[src/logic/wei_pkg.sv]
// Constants, register map and field layout for the wake event indicator
package wei_pkg;
  // Register byte addresses
  localparam logic [11:0] WEI_PMC_ADDR      = 12'h084; // power_mgmt_control
  localparam logic [11:0] WEI_BYTE_TEST_ADR = 12'h064; // Wake-up write target
  localparam logic [11:0] WEI_ADDR_MASK     = 12'hffc; // Word alignment
  // Field positions inside power_mgmt_control
  localparam int WEI_MODE_LO   = 12;
  localparam int WEI_MODE_HI   = 13;
  localparam int WEI_WFE_BIT   = 9;  // wake_frame_enable
  localparam int WEI_EDE_BIT   = 8;  // energy_detect_enable
  localparam int WEI_DRV_BIT   = 6;  // wake_out_driver_type
  localparam int WEI_CAUSE_LO  = 4;  // wake_cause_field low bit
  localparam int WEI_CAUSE_HI  = 5;
  localparam int WEI_PSEL_BIT  = 3;  // wake_pulse_select
  localparam int WEI_POL_BIT   = 2;  // wake_out_polarity
  localparam int WEI_OEN_BIT   = 1;  // wake_out_enable
  localparam int WEI_RDY_BIT   = 0;  // Device ready flag
  // Power state encodings
  typedef enum logic [1:0] {
    WEI_FULL_POWER   = 2'b00, // full_power_state
    WEI_WFRAME_SLEEP = 2'b01, // wake_frame_sleep_state
    WEI_ENERGY_SLEEP = 2'b10, // energy_detect_sleep_state
    WEI_MODE_RSVD    = 2'b11
  } wei_mode_e;
  // Wake cause codes
  localparam logic [1:0] WEI_CAUSE_NONE   = 2'b00;
  localparam logic [1:0] WEI_CAUSE_ENERGY = 2'b01;
  localparam logic [1:0] WEI_CAUSE_FRAME  = 2'b10;
  localparam logic [1:0] WEI_CAUSE_MULTI  = 2'b11;
  // AXI responses
  localparam logic [1:0] WEI_RESP_OKAY   = 2'b00;
  localparam logic [1:0] WEI_RESP_SLVERR = 2'b10;
  // Timing
  localparam int WEI_CLK_HZ      = 25_000_000;
  localparam int WEI_PULSE_MS    = 50;
  localparam int WEI_PULSE_CYC   = (WEI_CLK_HZ / 1000) * WEI_PULSE_MS;
  localparam int WEI_READY_CYC   = 64; // Settling time before ready
  localparam int WEI_CNT_W       = 21;
  localparam logic [31:0] WEI_BYTE_TEST_VAL = 32'h0000_0000; // Arbitrary read value
endpackage

[src/logic/wei_top.sv]
// Wake event indicator: power_mgmt_control register, wake output and ready flag
`timescale 1ns/1ps

module wei_top #(
  parameter int PULSE_CYCLES = wei_pkg::WEI_PULSE_CYC,
  parameter int READY_CYCLES = wei_pkg::WEI_READY_CYC
) (
  input  wire logic        aclk,
  input  wire logic        aresetn,
  input  wire logic [11:0] s_axi_awaddr,
  input  wire logic        s_axi_awvalid,
  output logic             s_axi_awready,
  input  wire logic [31:0] s_axi_wdata,
  input  wire logic [3:0]  s_axi_wstrb,
  input  wire logic        s_axi_wvalid,
  output logic             s_axi_wready,
  output logic [1:0]       s_axi_bresp,
  output logic             s_axi_bvalid,
  input  wire logic        s_axi_bready,
  input  wire logic [11:0] s_axi_araddr,
  input  wire logic        s_axi_arvalid,
  output logic             s_axi_arready,
  output logic [31:0]      s_axi_rdata,
  output logic [1:0]       s_axi_rresp,
  output logic             s_axi_rvalid,
  input  wire logic        s_axi_rready,
  input  wire logic        energy_pending,      // Energy detector source, level, async
  input  wire logic        frame_pending,       // Wake frame / magic packet source, level, async
  output logic             wake_event_output,   // Pin level
  output logic             wake_event_output_oe,// High while pin driven
  output logic             wake_event_interrupt,
  output logic [1:0]       power_state_select,
  output logic             device_ready
);
  import wei_pkg::*;

  // Bus capture
  logic [11:0] aw_addr_r;
  logic        aw_held_r;
  logic [31:0] w_data_r;
  logic [3:0]  w_strb_r;
  logic        w_held_r;
  logic        wr_commit;    // Both halves of a write held
  logic        wr_pmc;       // Commit aimed at the control register
  logic        wr_btest;     // Commit aimed at byte test
  // Control fields
  wei_mode_e   mode_r;
  logic        wfe_r, ede_r, drv_r, psel_r, pol_r, oen_r;
  logic [1:0]  cause_r;
  logic [1:0]  cause_nxt;
  logic        ready_r;
  logic [WEI_CNT_W-1:0] rdy_cnt_r;
  // Event path
  logic [1:0]  sync1_r, sync2_r, sync3_r; // {frame, energy}
  logic [1:0]  evt_hit;      // Enabled rising edges
  logic        active_r;     // Logical wake output state
  logic        deact;
  logic [WEI_CNT_W-1:0] pulse_cnt_r;
  logic        can_clear;

  // Address match with word alignment
  function automatic logic addr_is(input logic [11:0] a, input logic [11:0] t);
    return (a & WEI_ADDR_MASK) == t;
  endfunction

  // Read image of the control register, reserved bits zero
  function automatic logic [31:0] pmc_image();
    logic [31:0] v;
    v = 32'h0000_0000;
    v[WEI_MODE_HI:WEI_MODE_LO]   = mode_r;
    v[WEI_WFE_BIT]               = wfe_r;
    v[WEI_EDE_BIT]               = ede_r;
    v[WEI_DRV_BIT]               = drv_r;
    v[WEI_CAUSE_HI:WEI_CAUSE_LO] = cause_r;
    v[WEI_PSEL_BIT]              = psel_r;
    v[WEI_POL_BIT]               = pol_r;
    v[WEI_OEN_BIT]               = oen_r;
    v[WEI_RDY_BIT]               = ready_r;
    return v;
  endfunction

  assign wr_commit = aw_held_r && w_held_r && !s_axi_bvalid;
  assign wr_pmc    = wr_commit && addr_is(aw_addr_r, WEI_PMC_ADDR);
  assign wr_btest  = wr_commit && addr_is(aw_addr_r, WEI_BYTE_TEST_ADR);

  // Write address channel; ready returns only after the response drains
  always_ff @(posedge aclk) begin
    if (!aresetn) begin
      s_axi_awready <= 1'b0;
      aw_held_r     <= 1'b0;
      aw_addr_r     <= 12'h000;
    end else if (s_axi_awvalid && s_axi_awready) begin
      s_axi_awready <= 1'b0;
      aw_held_r     <= 1'b1;
      aw_addr_r     <= s_axi_awaddr;
    end else if (wr_commit) begin
      aw_held_r     <= 1'b0;
    end else if (!aw_held_r && !s_axi_bvalid) begin
      s_axi_awready <= 1'b1;
    end
  end

  // Write data channel
  always_ff @(posedge aclk) begin
    if (!aresetn) begin
      s_axi_wready <= 1'b0;
      w_held_r     <= 1'b0;
      w_data_r     <= 32'h0000_0000;
      w_strb_r     <= 4'h0;
    end else if (s_axi_wvalid && s_axi_wready) begin
      s_axi_wready <= 1'b0;
      w_held_r     <= 1'b1;
      w_data_r     <= s_axi_wdata;
      w_strb_r     <= s_axi_wstrb;
    end else if (wr_commit) begin
      w_held_r     <= 1'b0;
    end else if (!w_held_r && !s_axi_bvalid) begin
      s_axi_wready <= 1'b1;
    end
  end

  // Write response; unmapped addresses answer SLVERR
  always_ff @(posedge aclk) begin
    if (!aresetn) begin
      s_axi_bvalid <= 1'b0;
      s_axi_bresp  <= WEI_RESP_OKAY;
    end else if (wr_commit) begin
      s_axi_bvalid <= 1'b1;
      s_axi_bresp  <= (wr_pmc || wr_btest) ? WEI_RESP_OKAY : WEI_RESP_SLVERR;
    end else if (s_axi_bready) begin
      s_axi_bvalid <= 1'b0;
    end
  end

  // Read channel; control register answers in every power state
  always_ff @(posedge aclk) begin
    if (!aresetn) begin
      s_axi_arready <= 1'b0;
      s_axi_rvalid  <= 1'b0;
      s_axi_rdata   <= 32'h0000_0000;
      s_axi_rresp   <= WEI_RESP_OKAY;
    end else if (s_axi_arvalid && s_axi_arready) begin
      s_axi_arready <= 1'b0;
      s_axi_rvalid  <= 1'b1;
      if (addr_is(s_axi_araddr, WEI_PMC_ADDR)) begin
        s_axi_rdata <= pmc_image();
        s_axi_rresp <= WEI_RESP_OKAY;
      end else if (addr_is(s_axi_araddr, WEI_BYTE_TEST_ADR)) begin
        s_axi_rdata <= WEI_BYTE_TEST_VAL;
        s_axi_rresp <= WEI_RESP_OKAY;
      end else begin
        s_axi_rdata <= 32'h0000_0000;
        s_axi_rresp <= WEI_RESP_SLVERR;
      end
    end else if (s_axi_rvalid && s_axi_rready) begin
      s_axi_rvalid  <= 1'b0;
      s_axi_arready <= 1'b1;
    end else if (!s_axi_rvalid) begin
      s_axi_arready <= 1'b1;
    end
  end

  // Plain read/write control bits in the low byte and enables in byte one
  always_ff @(posedge aclk) begin
    if (!aresetn) begin
      wfe_r  <= 1'b0;
      ede_r  <= 1'b0;
      drv_r  <= 1'b0;
      psel_r <= 1'b0;
      pol_r  <= 1'b0;
      oen_r  <= 1'b0;
    end else if (wr_pmc) begin
      if (w_strb_r[0]) begin
        drv_r  <= w_data_r[WEI_DRV_BIT];
        psel_r <= w_data_r[WEI_PSEL_BIT];
        pol_r  <= w_data_r[WEI_POL_BIT];
        oen_r  <= w_data_r[WEI_OEN_BIT];
      end
      if (w_strb_r[1]) begin
        wfe_r  <= w_data_r[WEI_WFE_BIT];
        ede_r  <= w_data_r[WEI_EDE_BIT];
      end
    end
  end

  // Power state; reserved code is refused, byte test write returns to full power
  always_ff @(posedge aclk) begin
    if (!aresetn) begin
      mode_r <= WEI_FULL_POWER;
    end else if (wr_btest && mode_r != WEI_FULL_POWER) begin
      mode_r <= WEI_FULL_POWER;
    end else if (wr_pmc && w_strb_r[1]) begin
      case (wei_mode_e'(w_data_r[WEI_MODE_HI:WEI_MODE_LO]))
        WEI_FULL_POWER:   mode_r <= WEI_FULL_POWER;
        WEI_WFRAME_SLEEP: mode_r <= WEI_WFRAME_SLEEP;
        WEI_ENERGY_SLEEP: mode_r <= WEI_ENERGY_SLEEP;
        default:          mode_r <= mode_r;
      endcase
    end
  end

  // Ready counts settling cycles in full power; any sleep drops it at once
  always_ff @(posedge aclk) begin
    if (!aresetn) begin
      ready_r   <= 1'b0;
      rdy_cnt_r <= '0;
    end else if (mode_r != WEI_FULL_POWER) begin
      ready_r   <= 1'b0;
      rdy_cnt_r <= '0;
    end else if (!ready_r) begin
      if (rdy_cnt_r == WEI_CNT_W'(READY_CYCLES - 1)) begin
        ready_r <= 1'b1;
      end
      rdy_cnt_r <= rdy_cnt_r + 1'b1;
    end
  end

  // Two-flop synchronisers, third stage for edge detection only
  always_ff @(posedge aclk) begin
    if (!aresetn) begin
      sync1_r <= 2'b00;
      sync2_r <= 2'b00;
      sync3_r <= 2'b00;
    end else begin
      sync1_r <= {frame_pending, energy_pending};
      sync2_r <= sync1_r;
      sync3_r <= sync2_r;
    end
  end

  // Enabled source edges; each source owns one cause bit
  assign evt_hit[0] = sync2_r[0] && !sync3_r[0] && ede_r;
  assign evt_hit[1] = sync2_r[1] && !sync3_r[1] && wfe_r;
  assign can_clear  = ready_r && (mode_r == WEI_FULL_POWER);

  // Cause field next value: set beats clear
  always_comb begin
    cause_nxt = cause_r;
    if (wr_pmc && w_strb_r[0] && can_clear) begin
      cause_nxt = cause_r & ~(w_data_r[WEI_CAUSE_HI:WEI_CAUSE_LO] & ~sync2_r);
    end
    cause_nxt = cause_nxt | evt_hit;
  end

  always_ff @(posedge aclk) begin
    if (!aresetn) begin
      cause_r <= WEI_CAUSE_NONE;
    end else begin
      cause_r <= cause_nxt;
    end
  end

  // Output drops once no recorded cause has its enable left
  assign deact = !((cause_nxt[0] && ede_r) || (cause_nxt[1] && wfe_r));

  // Logical wake output with pulse timer; a new event never restarts a pulse
  always_ff @(posedge aclk) begin
    if (!aresetn) begin
      active_r    <= 1'b0;
      pulse_cnt_r <= '0;
    end else if (deact) begin
      active_r    <= 1'b0;
      pulse_cnt_r <= '0;
    end else if (active_r) begin
      if (psel_r) begin
        if (pulse_cnt_r == WEI_CNT_W'(PULSE_CYCLES - 1)) begin
          active_r <= 1'b0;
        end
        pulse_cnt_r <= pulse_cnt_r + 1'b1;
      end
    end else if (|evt_hit) begin
      active_r    <= 1'b1;
      pulse_cnt_r <= '0;
    end
  end

  // Pin drive: push-pull honours polarity, open-drain only pulls low
  always_ff @(posedge aclk) begin
    if (!aresetn) begin
      wake_event_output    <= 1'b0;
      wake_event_output_oe <= 1'b0;
    end else if (drv_r) begin
      wake_event_output_oe <= 1'b1;
      wake_event_output    <= pol_r ? (active_r && oen_r) : !(active_r && oen_r);
    end else begin
      wake_event_output_oe <= active_r && oen_r;
      wake_event_output    <= 1'b0;
    end
  end

  // Interrupt follows the cause field and ignores the output enable
  always_ff @(posedge aclk) begin
    if (!aresetn) begin
      wake_event_interrupt <= 1'b0;
      power_state_select   <= WEI_FULL_POWER;
      device_ready         <= 1'b0;
    end else begin
      wake_event_interrupt <= |cause_r;
      power_state_select   <= mode_r;
      device_ready         <= ready_r;
    end
  end

  a_cause_early_hold: assert property (@(posedge aclk) disable iff (!aresetn)
    (cause_r[0] && !can_clear) |=> cause_r[0]) else $error("cause cleared before ready");
  a_cause_pend_hold: assert property (@(posedge aclk) disable iff (!aresetn)
    (cause_r[1] && sync2_r[1]) |=> cause_r[1]) else $error("cause cleared while pending");
  a_cause_w1c: assert property (@(posedge aclk) disable iff (!aresetn)
    (wr_pmc && w_strb_r[0] && can_clear && w_data_r[WEI_CAUSE_LO] && !sync2_r[0] && !evt_hit[0])
    |=> !cause_r[0]) else $error("write one did not clear cause");
  a_pulse_bound: assert property (@(posedge aclk) disable iff (!aresetn)
    (active_r && psel_r) |-> (pulse_cnt_r < WEI_CNT_W'(PULSE_CYCLES))) else $error("pulse overran");
  a_pulse_end: assert property (@(posedge aclk) disable iff (!aresetn)
    (active_r && psel_r && pulse_cnt_r == WEI_CNT_W'(PULSE_CYCLES - 1)) |=> !active_r)
    else $error("pulse did not end");
  a_static_hold: assert property (@(posedge aclk) disable iff (!aresetn)
    (active_r && !psel_r && !deact) |=> active_r) else $error("static output dropped");
  a_od_low: assert property (@(posedge aclk) disable iff (!aresetn)
    (!$past(drv_r) && wake_event_output_oe) |-> !wake_event_output) else $error("open drain drove high");
  a_out_gate: assert property (@(posedge aclk) disable iff (!aresetn)
    (!oen_r && !drv_r) |=> !wake_event_output_oe) else $error("output asserted while disabled");
  a_int_follow: assert property (@(posedge aclk) disable iff (!aresetn)
    (|cause_r) |=> wake_event_interrupt) else $error("interrupt missed cause");
  a_sleep_unready: assert property (@(posedge aclk) disable iff (!aresetn)
    (mode_r != WEI_FULL_POWER) |=> ##1 !device_ready) else $error("ready high in sleep");
endmodule

[config.mk]
export PLATFORM = sky130hd
export DESIGN_NAME = wei_top
export DESIGN_NICKNAME = d
export VERILOG_FILES = /design/src/logic/wei_pkg.sv /design/src/logic/wei_top.sv
export SDC_FILE = /design/constraint.sdc
export NUM_CORES = 1
export LEC_CHECK = 0
export BUFFER_PORTS_ARGS = -buffer_cell sky130_fd_sc_hd__buf_2
export CELL_PAD_IN_SITES_DETAIL_PLACEMENT = 1
export CELL_PAD_IN_SITES_GLOBAL_PLACEMENT = 1
export CORE_AREA = 2 2 114 116
export DETAILED_ROUTE_END_ITERATION = 6
export DIE_AREA = 0 0 116 118
export GPL_TIMING_DRIVEN = 0
export PLACE_DENSITY_LB_ADDON = 0.2
export SLEW_MARGIN = 5
export SYNTH_ARGS = -nofsm -noshare
export SYNTH_HDL_FRONTEND = slang
export SYNTH_SLANG_ARGS = --single-unit
[constraint.sdc]
create_clock -name aclk -period 2.48 [get_ports aclk]
set_input_delay 0.62 -clock aclk [delete_from_list [all_inputs] [get_ports aclk]]
set_output_delay 0.62 -clock aclk [all_outputs]
set_load 0.005 [all_outputs]
# Yosys cells after proc, flatten, opt, wreduce, memory -nomap -nowiden
# Cells that the tools add are included.
dict set report word_totals {
  in_bits 69
  output_inout_bits 47
  ff_bits 137
}
dict set report classes {
  n_eq_ne 10
  addsub 2
  mux 26
  n_reduce_logical 54
  bitwise 7
}
# cell n
set op_table {}
lappend op_table {{$mux 21} 3}
lappend op_table {{$add 21x1->21 const B} 2}
lappend op_table {{$logic_and 1x1->1} 22}
lappend op_table {{$eq 21x21->1 const B} 1}
lappend op_table {{$eq 21x6->1 const B} 1}
lappend op_table {{$eq 10x5->1 const B} 2}
lappend op_table {{$eq 10x6->1 const B} 2}
lappend op_table {{$mux 1} 17}
lappend op_table {{$reduce_and 2->1} 8}
lappend op_table {{$mux 14} 1}
lappend op_table {{$reduce_or 2->1} 7}
lappend op_table {{$reduce_bool 2->1} 6}
lappend op_table {{$mux 2} 4}
lappend op_table {{$logic_not 1->1} 6}
lappend op_table {{$pmux 2 s3} 1}
lappend op_table {{$and 2x2->2} 2}
lappend op_table {{$logic_not 2->1} 2}
lappend op_table {{$not 2->2} 2}
lappend op_table {{$reduce_bool 3->1} 1}
lappend op_table {{$eq 2x1->1 const B} 1}
lappend op_table {{$eq 2x2->1 const B} 1}
lappend op_table {{$logic_or 1x1->1} 2}
lappend op_table {{$ne 2x1->1 const B} 1}
lappend op_table {{$ne 2x2->1 const B} 1}
lappend op_table {{2 further kinds} 3}

# Logic depth before layout (Yosys ltp)
# Gate-level depths: netlist of the first run.
dict set report depth {
  word_depth 10
  mapped_depth 6
  depth_no_buf 5
}

# Least setup slack after synthesis of the first run
# No wires, ideal clock.
dict set report synth_timing {
  kind {flip-flop to flip-flop}
  start {register rdy_cnt_r[0]}
  end {register rdy_cnt_r[20]}
  path_slack_ns 0.623
  setup_time_ns 0.070
  stages_incl_launch_ff 7
  synth_period_minus_slack_ns 1.857
  path_buffers 1
  arrival_time_ns 1.786
  cell_sequence {dfxtp_1 > ha_1 > nand3b_1 > or3_1 > clkbuf_1 > or4_1 > a21oi_1}
}
dict set report synth_via {
  elab_chain_cells 1
}
# element line_no
set synth_lines {}
lappend synth_lines {{start: declaration} wei_top.sv:52} ;# logic [WEI_CNT_W-1:0] rdy_cnt_r;
lappend synth_lines {{start signal: assignment} wei_top.sv:214} ;# rdy_cnt_r <= rdy_cnt_r + 1'b1;
lappend synth_lines {{$add 21x1->21} wei_top.sv:214}
# No other way between the ends.
# A chain may end at the register's enable or synchronous reset.

# Final worst setup path of the first run
dict set report layout_timing {
  start {register aw_addr_r[7]}
  end {register pulse_cnt_r[13]}
}
dict set report layout_via {
  elab_chain_cells 9
  word_cells_on_any_way 10
}
# element line_no
set layout_lines {}
lappend layout_lines {{start: declaration} wei_top.sv:38} ;# logic [11:0] aw_addr_r;
lappend layout_lines {{start signal: assignment} wei_top.sv:95} ;# aw_addr_r <= s_axi_awaddr;
lappend layout_lines {{$eq 10x6->1 *} wei_top.sv:63} ;# return (a & WEI_ADDR_MASK) == t;
lappend layout_lines {{$logic_and 1x1->1 *} wei_top.sv:83} ;# assign wr_pmc = wr_commit && addr_is(aw_addr_r, WEI_PMC_ADDR);
lappend layout_lines {{$logic_and 1x1->1 * (2 in a row)} wei_top.sv:239} ;# if (wr_pmc && w_strb_r[0] && can_clear) begin
lappend layout_lines {{$mux 2 *} wei_top.sv:239}
lappend layout_lines {{$or 2x2->2 *} wei_top.sv:242} ;# cause_nxt = cause_nxt | evt_hit;
lappend layout_lines {{$logic_and 1x1->1} wei_top.sv:254} ;# assign deact = !((cause_nxt[0] && ede_r) || (cause_nxt[1] && wfe_r));
lappend layout_lines {{$logic_or 1x1->1 *} wei_top.sv:254}
lappend layout_lines {{$reduce_and 2->1 (no line) *} n/a}
lappend layout_lines {{end signal: assignment} wei_top.sv:269} ;# pulse_cnt_r <= pulse_cnt_r + 1'b1;
lappend layout_lines {{end: declaration} wei_top.sv:58} ;# logic [WEI_CNT_W-1:0] pulse_cnt_r;
# Every way passes the cells marked *; elsewhere a longest branch is shown, timed or not.

==> reports/summary.txt, run 1 <==
======================================================================================================
Number of synthesized register bits                                                                108
Setup repair after global routing missed its margin                                              false
Die H                                                                                           118 µm
Commonest non-fill, non-tap cell in the layout                                                 dfxtp_1
Starting Density                                                                                38.03%
Final critical-path share of the clock period                                                   91.40%
Final setup vio count                                                                                0
Per-instance average area after synthesis                                                    8.758 µm²
DR vias/cell                                                                                     5.167
Sequential share of the synthesized area                                                        45.80%
Quantity of I/O buffers inserted on ports                                                           63
Later-pin clock latency in the skew report                                                     0.36 ns
CP arrival                                                                                     2.47 ns
Hold path cells                                                                                      1
Smallest setup slack after layout                                                            0.2132 ns
Pin count of the biggest net entering global routing                                                17
TritonCTS Buffers                                                                                    9
Htree depth                                                                                          3
Sequential fraction of design power                                                              52.0%
Count of flip-flops with a built-in enable after synthesis                                           0
Number of pins exceeding their max-slew limit in the final report                                    0
Final worst clock skew                                                                     0.008154 ns
Area taken by multi-input logic gates                                                         2305 µm²
Launching element of the worst setup path                                                 aw_addr_r[7]$_SDFFE_PN0P_
Number of distinct library cell variants in the gate-level netlist after synthesis                  54
Clock transition at the register clock pins on the worst setup and hold paths after CTS        0.07 ns
Number of buffers on the longest clock path                                                          2
Antenna Nets Post-Route                                                                              0
Maximum frequency from static timing analysis                                                441.1 MHz
Required time reported for the critical path endpoint                                          2.68 ns
Endpoint of the worst hold path                                                           sync2_r[1]$_SDFF_PN0_
Post-placement worst setup slack                                                            0.08277 ns
Total wire length                                                                            12,390 µm
Number of top-level pins                                                                           116
Fraction of layout instances using a drive strength above 1                                     18.28%
Routed via count                                                                                 4,196
Top flip-flop cell by instance count after synthesis                                           dfxtp_1
Initial antenna violation count                                                                      0
Run status                                                                                complete, no violations
TritonCTS clock tree                                                                               yes
GRT Overall Usage                                                                               18.98%
Critical register-to-register path startpoint                                             aw_addr_r[7]$_SDFFE_PN0P_
Highest-count cells in the layout ignoring fill and taps                                  dfxtp_1 (108), buf_2 (68), nand2_1 (65)
Post-synthesis instance total                                                                      539
Leak Pwr                                                                                      2.200 nW
Mapped cell area                                                                              4721 µm²
Total count of hold-check failures in the final report                                               0
Floorplan die area                                                                          13,690 µm²
Internal reg-to-reg setup slack                                                                0.21 ns
Number of warning messages in the yosys log                                                          0
DRC violation count after routing                                                                    0
Internal Pwr Total                                                                            2.671 mW
CTS root buf                                                                                 clkbuf_16
Capture point of the worst reg-to-reg path                                                pulse_cnt_r[13]$_SDFFE_PN0P_
Largest fanout on the critical path                                                                  8
Min Clock Period, post-route                                                                  2.267 ns
Row count                                                                                           41
Diode count                                                                                          0
Area Overhead vs Synth                                                                          19.24%
Element type at the critical path end                                                             flop
Global-route wire length before repair                                                       20,760 µm
Combined flip-flop and latch cell area                                                        2162 µm²
Share of the synthesized area in the top cell type                                              45.80%
Final weighted congestion of routability-driven global placement                                0.7649
Number of global-route vias before repair                                                        4,260
R2R depth                                                                                            4
Final layout net count                                                                             706
Clock share of power                                                                             42.2%
Start point of the worst hold path                                                        sync1_r[1]$_SDFF_PN0_
Width of the die                                                                                116 µm
Num Clock Sinks                                                                                    108
Slew of the pin with the lowest slew margin                                                  0.7600 ns
Dominant cells by area after synthesis                                                    dfxtp_1 (46%), a21oi_1 (5.6%), nand2_1 (5.2%)
Worst relative slew slack                                                                       49.28%
Hold crit path type                                                                       flop to flop
Fill count                                                                                       1,516
Sum of negative setup slack                                                                       0 ns
HPWL after DPL                                                                                 9175 µm
Placeable core region                                                                       12,410 µm²
Average wire per standard cell                                                                15.25 µm
Area leader, netlist                                                                           dfxtp_1
Type of element launching the critical path                                                       flop
Proportion of power drawn by combinational gates                                                  5.7%
Ratio of total power to cell area                                                         614.4 nW/µm²
Worst ir drop on vdd                                                                       0.0003480 V
Number of max-capacitance violations reported                                                        0
Switching power as a share of total power                                                       22.76%
Kind of critical path                                                                     flop to flop
Global-route congestion overflow total                                                               0
First drt pass iteration count                                                                       4
Initial DRC count                                                                                  177
Share of flip-flops with an asynchronous set or reset after synthesis                               0%
Psw                                                                                           787.1 µW
======================================================================================================
-- synthesized netlist by cell type, drive strengths merged, types with 4 or more instances --
library cell,count
clkbuf,21
and2,15
xor2,7
nand4,14
inv,15
dfxtp,108
o31ai,9
nor2,37
a22oi,14
nand2,65
a22o,11
xnor2,9
mux2i,7
or4,15
nor4bb,5
nand3,12
o311ai,5
or3,10
o21ai,12
buf,29
o211ai,4
nor3,7
and3,6
a21oi,53
nor4,10
-- routing by layer --
metal	track usage, %	wire length, µm	vias up	share of wire, %
met4	5.580	151	0	1.2
li1	-	-	2076	-
met5	0	0	-	0
met3	5.458	478	11	3.9
met2	30.23	5742	73	46
met1	24.87	6014	2036	49
-- area by class of cell --
class                           instances  area share, %
Buffer                                 50          4.979
Clock buffer                           12          4.379
Clock inverter                          4         0.8669
Inverter                               15          1.000
Multi-Input combinational cell        388          40.94
Sequential cell                       108          38.41
Tap cell                              172          3.823
Timing Repair Buffer                   63          5.601
-- sequential cells by signal (all words and copies together) (netlist names), 2 cells and up --
| register | cells |
|---|---|
| power_state_select | 2 |
| sync1_r | 2 |
| cause_r | 2 |
| s_axi_rdata | 11 |
| w_data_r | 10 |
| rdy_cnt_r | 21 |
| mode_r | 2 |
| sync2_r | 2 |
| pulse_cnt_r | 21 |
| aw_addr_r | 10 |
| w_strb_r | 2 |
| sync3_r | 2 |
-- power by group through the flow --
stage               registers (mW)  logic, mW  clock network [mW]
floorplan                     1.83      0.126                   0
global placement              1.84      0.194                   0
detailed placement            1.84      0.199                   0
CTS                           1.80      0.200                1.49
global route                  1.80      0.227                1.56
finish                        1.80      0.198                1.46
-- per-stage QoR --
step | instances | util (%) | instance area [µm²] | hold WS, ns | total power, mW
2_1_floorplan | 561 | - | 4803 | 0.4119 | 1.959
3_3_place_gp | 796 | 42.97 | 5334 | 0.4157 | 2.032
3_5_place_dp | 796 | 42.97 | 5334 | 0.4249 | 2.038
4_1_cts | 812 | 45.34 | 5629 | 0.4416 | 3.489
5_1_grt | 812 | 45.34 | 5629 | 0.4574 | 3.595
6_report | 812 | 45.34 | 5629 | 0.4384 | 3.458
-- kinds of logic after synthesis --
logic type,after synthesis,synth area share [%]
buf+inv,65,7.130
flops,108,45.80
compound gates,123,16.96
xor+xnor,16,2.969
other cells,1,0.07944
fa+ha+maj,2,0.5300
mux,7,1.484
simple gates,217,25.05
-- worst max-delay path, cell delays in order (launching register included) --
cell,delay [ns]
dfxtp_1,0.38
nor4bb_1,0.57
nand4b_1,0.27
o2111ai_1,0.69
a22oi_1,0.19
-- worst max-delay path by stage --
stage,to,slack (ns),cells past startpoint
after detailed placement,active_r$_SDFF_PN0_,0.08,5
after global routing,pulse_cnt_r[13]$_SDFFE_PN0P_,0.09,4
after floorplan,rdy_cnt_r[20]$_SDFFE_PP0N_,0.62,6
after global placement,active_r$_SDFF_PN0_,0.18,5
final,pulse_cnt_r[13]$_SDFFE_PN0P_,0.21,4
after CTS,active_r$_SDFF_PN0_,0.07,5
-- timing repair --
| item | in CTS | in global routing |
|---|---|---|
| buffers inserted | 0 | 0 |
| setup endpoints to repair | 0 | 10 |
| gates resized for setup | 0 | 2 |
| hold buffers | 0 | 0 |
Note: power is estimated with default switching activity, not from simulation.
==> inputs of run 2 (changes only) <==
Settings changed: BUFFER_PORTS_ARGS -buffer_cell sky130_fd_sc_hd__buf_2 to not set, CORE_AREA 2 2 114 116 to 2 2 129 131, DIE_AREA 0 0 116 118 to 0 0 131 133, DONT_BUFFER_PORTS set to 1.
==> run 2 against run 1 <==
Clock power about the same; wire length increased by 1.9%; utilization decreased by 12 points; sequential share of layout area increased by 1.6 points; via count decreased by 4.8%; worst hold slack got worse by 0.048 ns; critical endpoint is now active_r$_SDFF_PN0_; highest routed layer unchanged.
==> reports/summary.txt, run 2 (synthesis gave the netlist of run 1 again) <==
======================================================================================================
Run status                                                                                complete, no violations
Die H                                                                                           133 µm
Start point of the worst hold path                                                        frame_pending
Area Overhead vs Synth                                                                          14.39%
DRC violation count after routing                                                                    0
Later-pin clock latency in the skew report                                                     0.36 ns
CTS root buf                                                                                 clkbuf_16
Antenna Nets Post-Route                                                                              0
GRT Overall Usage                                                                               15.24%
Element type at the critical path end                                                             flop
Leak Pwr                                                                                      1.902 nW
Internal reg-to-reg setup slack                                                                0.17 ns
Endpoint of the worst hold path                                                           sync1_r[1]$_SDFF_PN0_
Starting Density                                                                                29.19%
Clock transition at the register clock pins on the worst setup and hold paths after CTS        0.07 ns
Total wire length                                                                            12,620 µm
Number of buffers on the longest clock path                                                          2
Postcts setup bufs                                                                                   0
Floorplan die area                                                                          17,420 µm²
Row count                                                                                           47
Ratio of total power to cell area                                                         632.6 nW/µm²
Type of element launching the critical path                                                       flop
Fraction of layout instances using a drive strength above 1                                     10.23%
Global-route wire length before repair                                                       20,860 µm
Tightest hold margin                                                                         0.3903 ns
Placeable core region                                                                       16,170 µm²
Largest registers                                                                         pulse_cnt_r: 21 flops, rdy_cnt_r: 21 flops, s_axi_rdata: 11 flops
R2R depth                                                                                            5
Pin count of the biggest net entering global routing                                                18
Final setup vio count                                                                                0
Number of global-route vias before repair                                                        4,098
Final worst clock skew                                                                     0.006228 ns
Final critical-path share of the clock period                                                   93.16%
Final layout net count                                                                             643
CP arrival                                                                                     2.52 ns
DR vias/cell                                                                                     4.997
First drt pass iteration count                                                                       4
TritonCTS Buffers                                                                                    9
Number of top-level pins                                                                           116
Htree depth                                                                                          3
HPWL after DPL                                                                                 9504 µm
Hold path cells                                                                                      1
Worst relative slew slack                                                                       56.87%
Average wire per standard cell                                                                15.80 µm
Maximum frequency from static timing analysis                                                432.9 MHz
Num Clock Sinks                                                                                    108
Number of pins exceeding their max-slew limit in the final report                                    0
Capture point of the worst reg-to-reg path                                                active_r$_SDFF_PN0_
Initial antenna violation count                                                                      2
Min Clock Period, post-route                                                                  2.310 ns
Highest-count cells in the layout ignoring fill and taps                                  dfxtp_1 (108), nand2_1 (65), a21oi_1 (53)
Slew of the pin with the lowest slew margin                                                  0.6470 ns
Critical register-to-register path startpoint                                             aw_addr_r[9]$_SDFFE_PN0P_
Global-route congestion overflow total                                                               0
Post-Route Utilization                                                                          33.39%
Worst ir drop on vdd                                                                       0.0003351 V
Required time reported for the critical path endpoint                                          2.69 ns
Kind of critical path                                                                     flop to flop
Setup repair after global routing missed its margin                                              false
Routed via count                                                                                 3,993
Largest fanout on the critical path                                                                 10
Number of max-capacitance violations reported                                                        0
Final weighted congestion of routability-driven global placement                                0.7457
Total count of hold-check failures in the final report                                               0
TritonCTS clock tree                                                                               yes
Initial DRC count                                                                                  162
Hold buffer count at CTS                                                                             0
Hold crit path type                                                                       input port to flop
Quantity of I/O buffers inserted on ports                                                            0
Commonest non-fill, non-tap cell in the layout                                                 dfxtp_1
Width of the die                                                                                131 µm
======================================================================================================
==> run 2: area by class of cell <==
type	instances	area (µm²)
sequential	108	2162
clock inverter	6	65.06
multi-input combinational	388	2327
buffer	50	280.3
fill	1895	10770
tap	220	275.3
inverter	15	56.30
clock buffer	10	229.0
antenna	2	5.005
==> run 2: layer usage <==
metal  share of wire, %  vias to the layer above  GRT usage [%]
li1                   -                     1955              -
met1                 47                     1944          19.55
met2                 47                       80          23.60
met3                5.2                       14          5.702
met4                1.3                        0          4.905
met5                  0                        -              0
==> run 2: where the power goes <==
group          switching [mW]  total [mW]  internal, mW
logic                  0.0942       0.159        0.0650
clock network           0.672        1.45         0.782
registers              0.0325        1.80          1.77
total                   0.799        3.42          2.62
==> run 2: how the worst max path moves through the flow <==
| stage | start | endpoint | slack [ns] | cells after the start |
|---|---|---|---|---|
| floorplan | rdy_cnt_r[0]$_SDFFE_PP0N_ | rdy_cnt_r[20]$_SDFFE_PP0N_ | 0.62 | 6 |
| detailed placement | aw_addr_r[7]$_SDFFE_PN0P_ | active_r$_SDFF_PN0_ | -0.005 | 5 |
| global route | aw_addr_r[9]$_SDFFE_PN0P_ | active_r$_SDFF_PN0_ | 0.007 | 5 |
| finish | aw_addr_r[9]$_SDFFE_PN0P_ | active_r$_SDFF_PN0_ | 0.17 | 5 |
| CTS | aw_addr_r[7]$_SDFFE_PN0P_ | active_r$_SDFF_PN0_ | 0.14 | 5 |
| global placement | aw_addr_r[7]$_SDFFE_PN0P_ | active_r$_SDFF_PN0_ | 0.06 | 5 |
==> run 2: worst max-delay path: stages, from the launching register on <==
cell     delay, ns
dfxtp_1       0.32
nor4b_2       0.46
nand3_1       0.41
o21ai_1       0.48
buf_2         0.35
a22oi_1       0.14
==> run 2: repair_timing <==
action / CTS / global route
cloned: 0 / 0
endpoints found under the setup margin: 8 / 8
resized for setup: 2 / 4
==> run 2: through the flow <==
| step | instances | setup slack, ns | cell area, µm² | total power [mW] | setup TNS (ns) |
|---|---|---|---|---|---|
| after floorplan | 561 | 0.6231 | 4803 | 1.959 | 0 |
| after global placement | 781 | 0.06327 | 5079 | 1.998 | 0 |
| after detailed placement | 781 | -0.005362 | 5079 | 2.003 | -0.005362 |
| after CTS | 797 | 0.1449 | 5373 | 3.472 | 0 |
| after global routing | 797 | 0.007156 | 5395 | 3.572 | 0 |
| final | 799 | 0.1698 | 5400 | 3.416 | 0 |
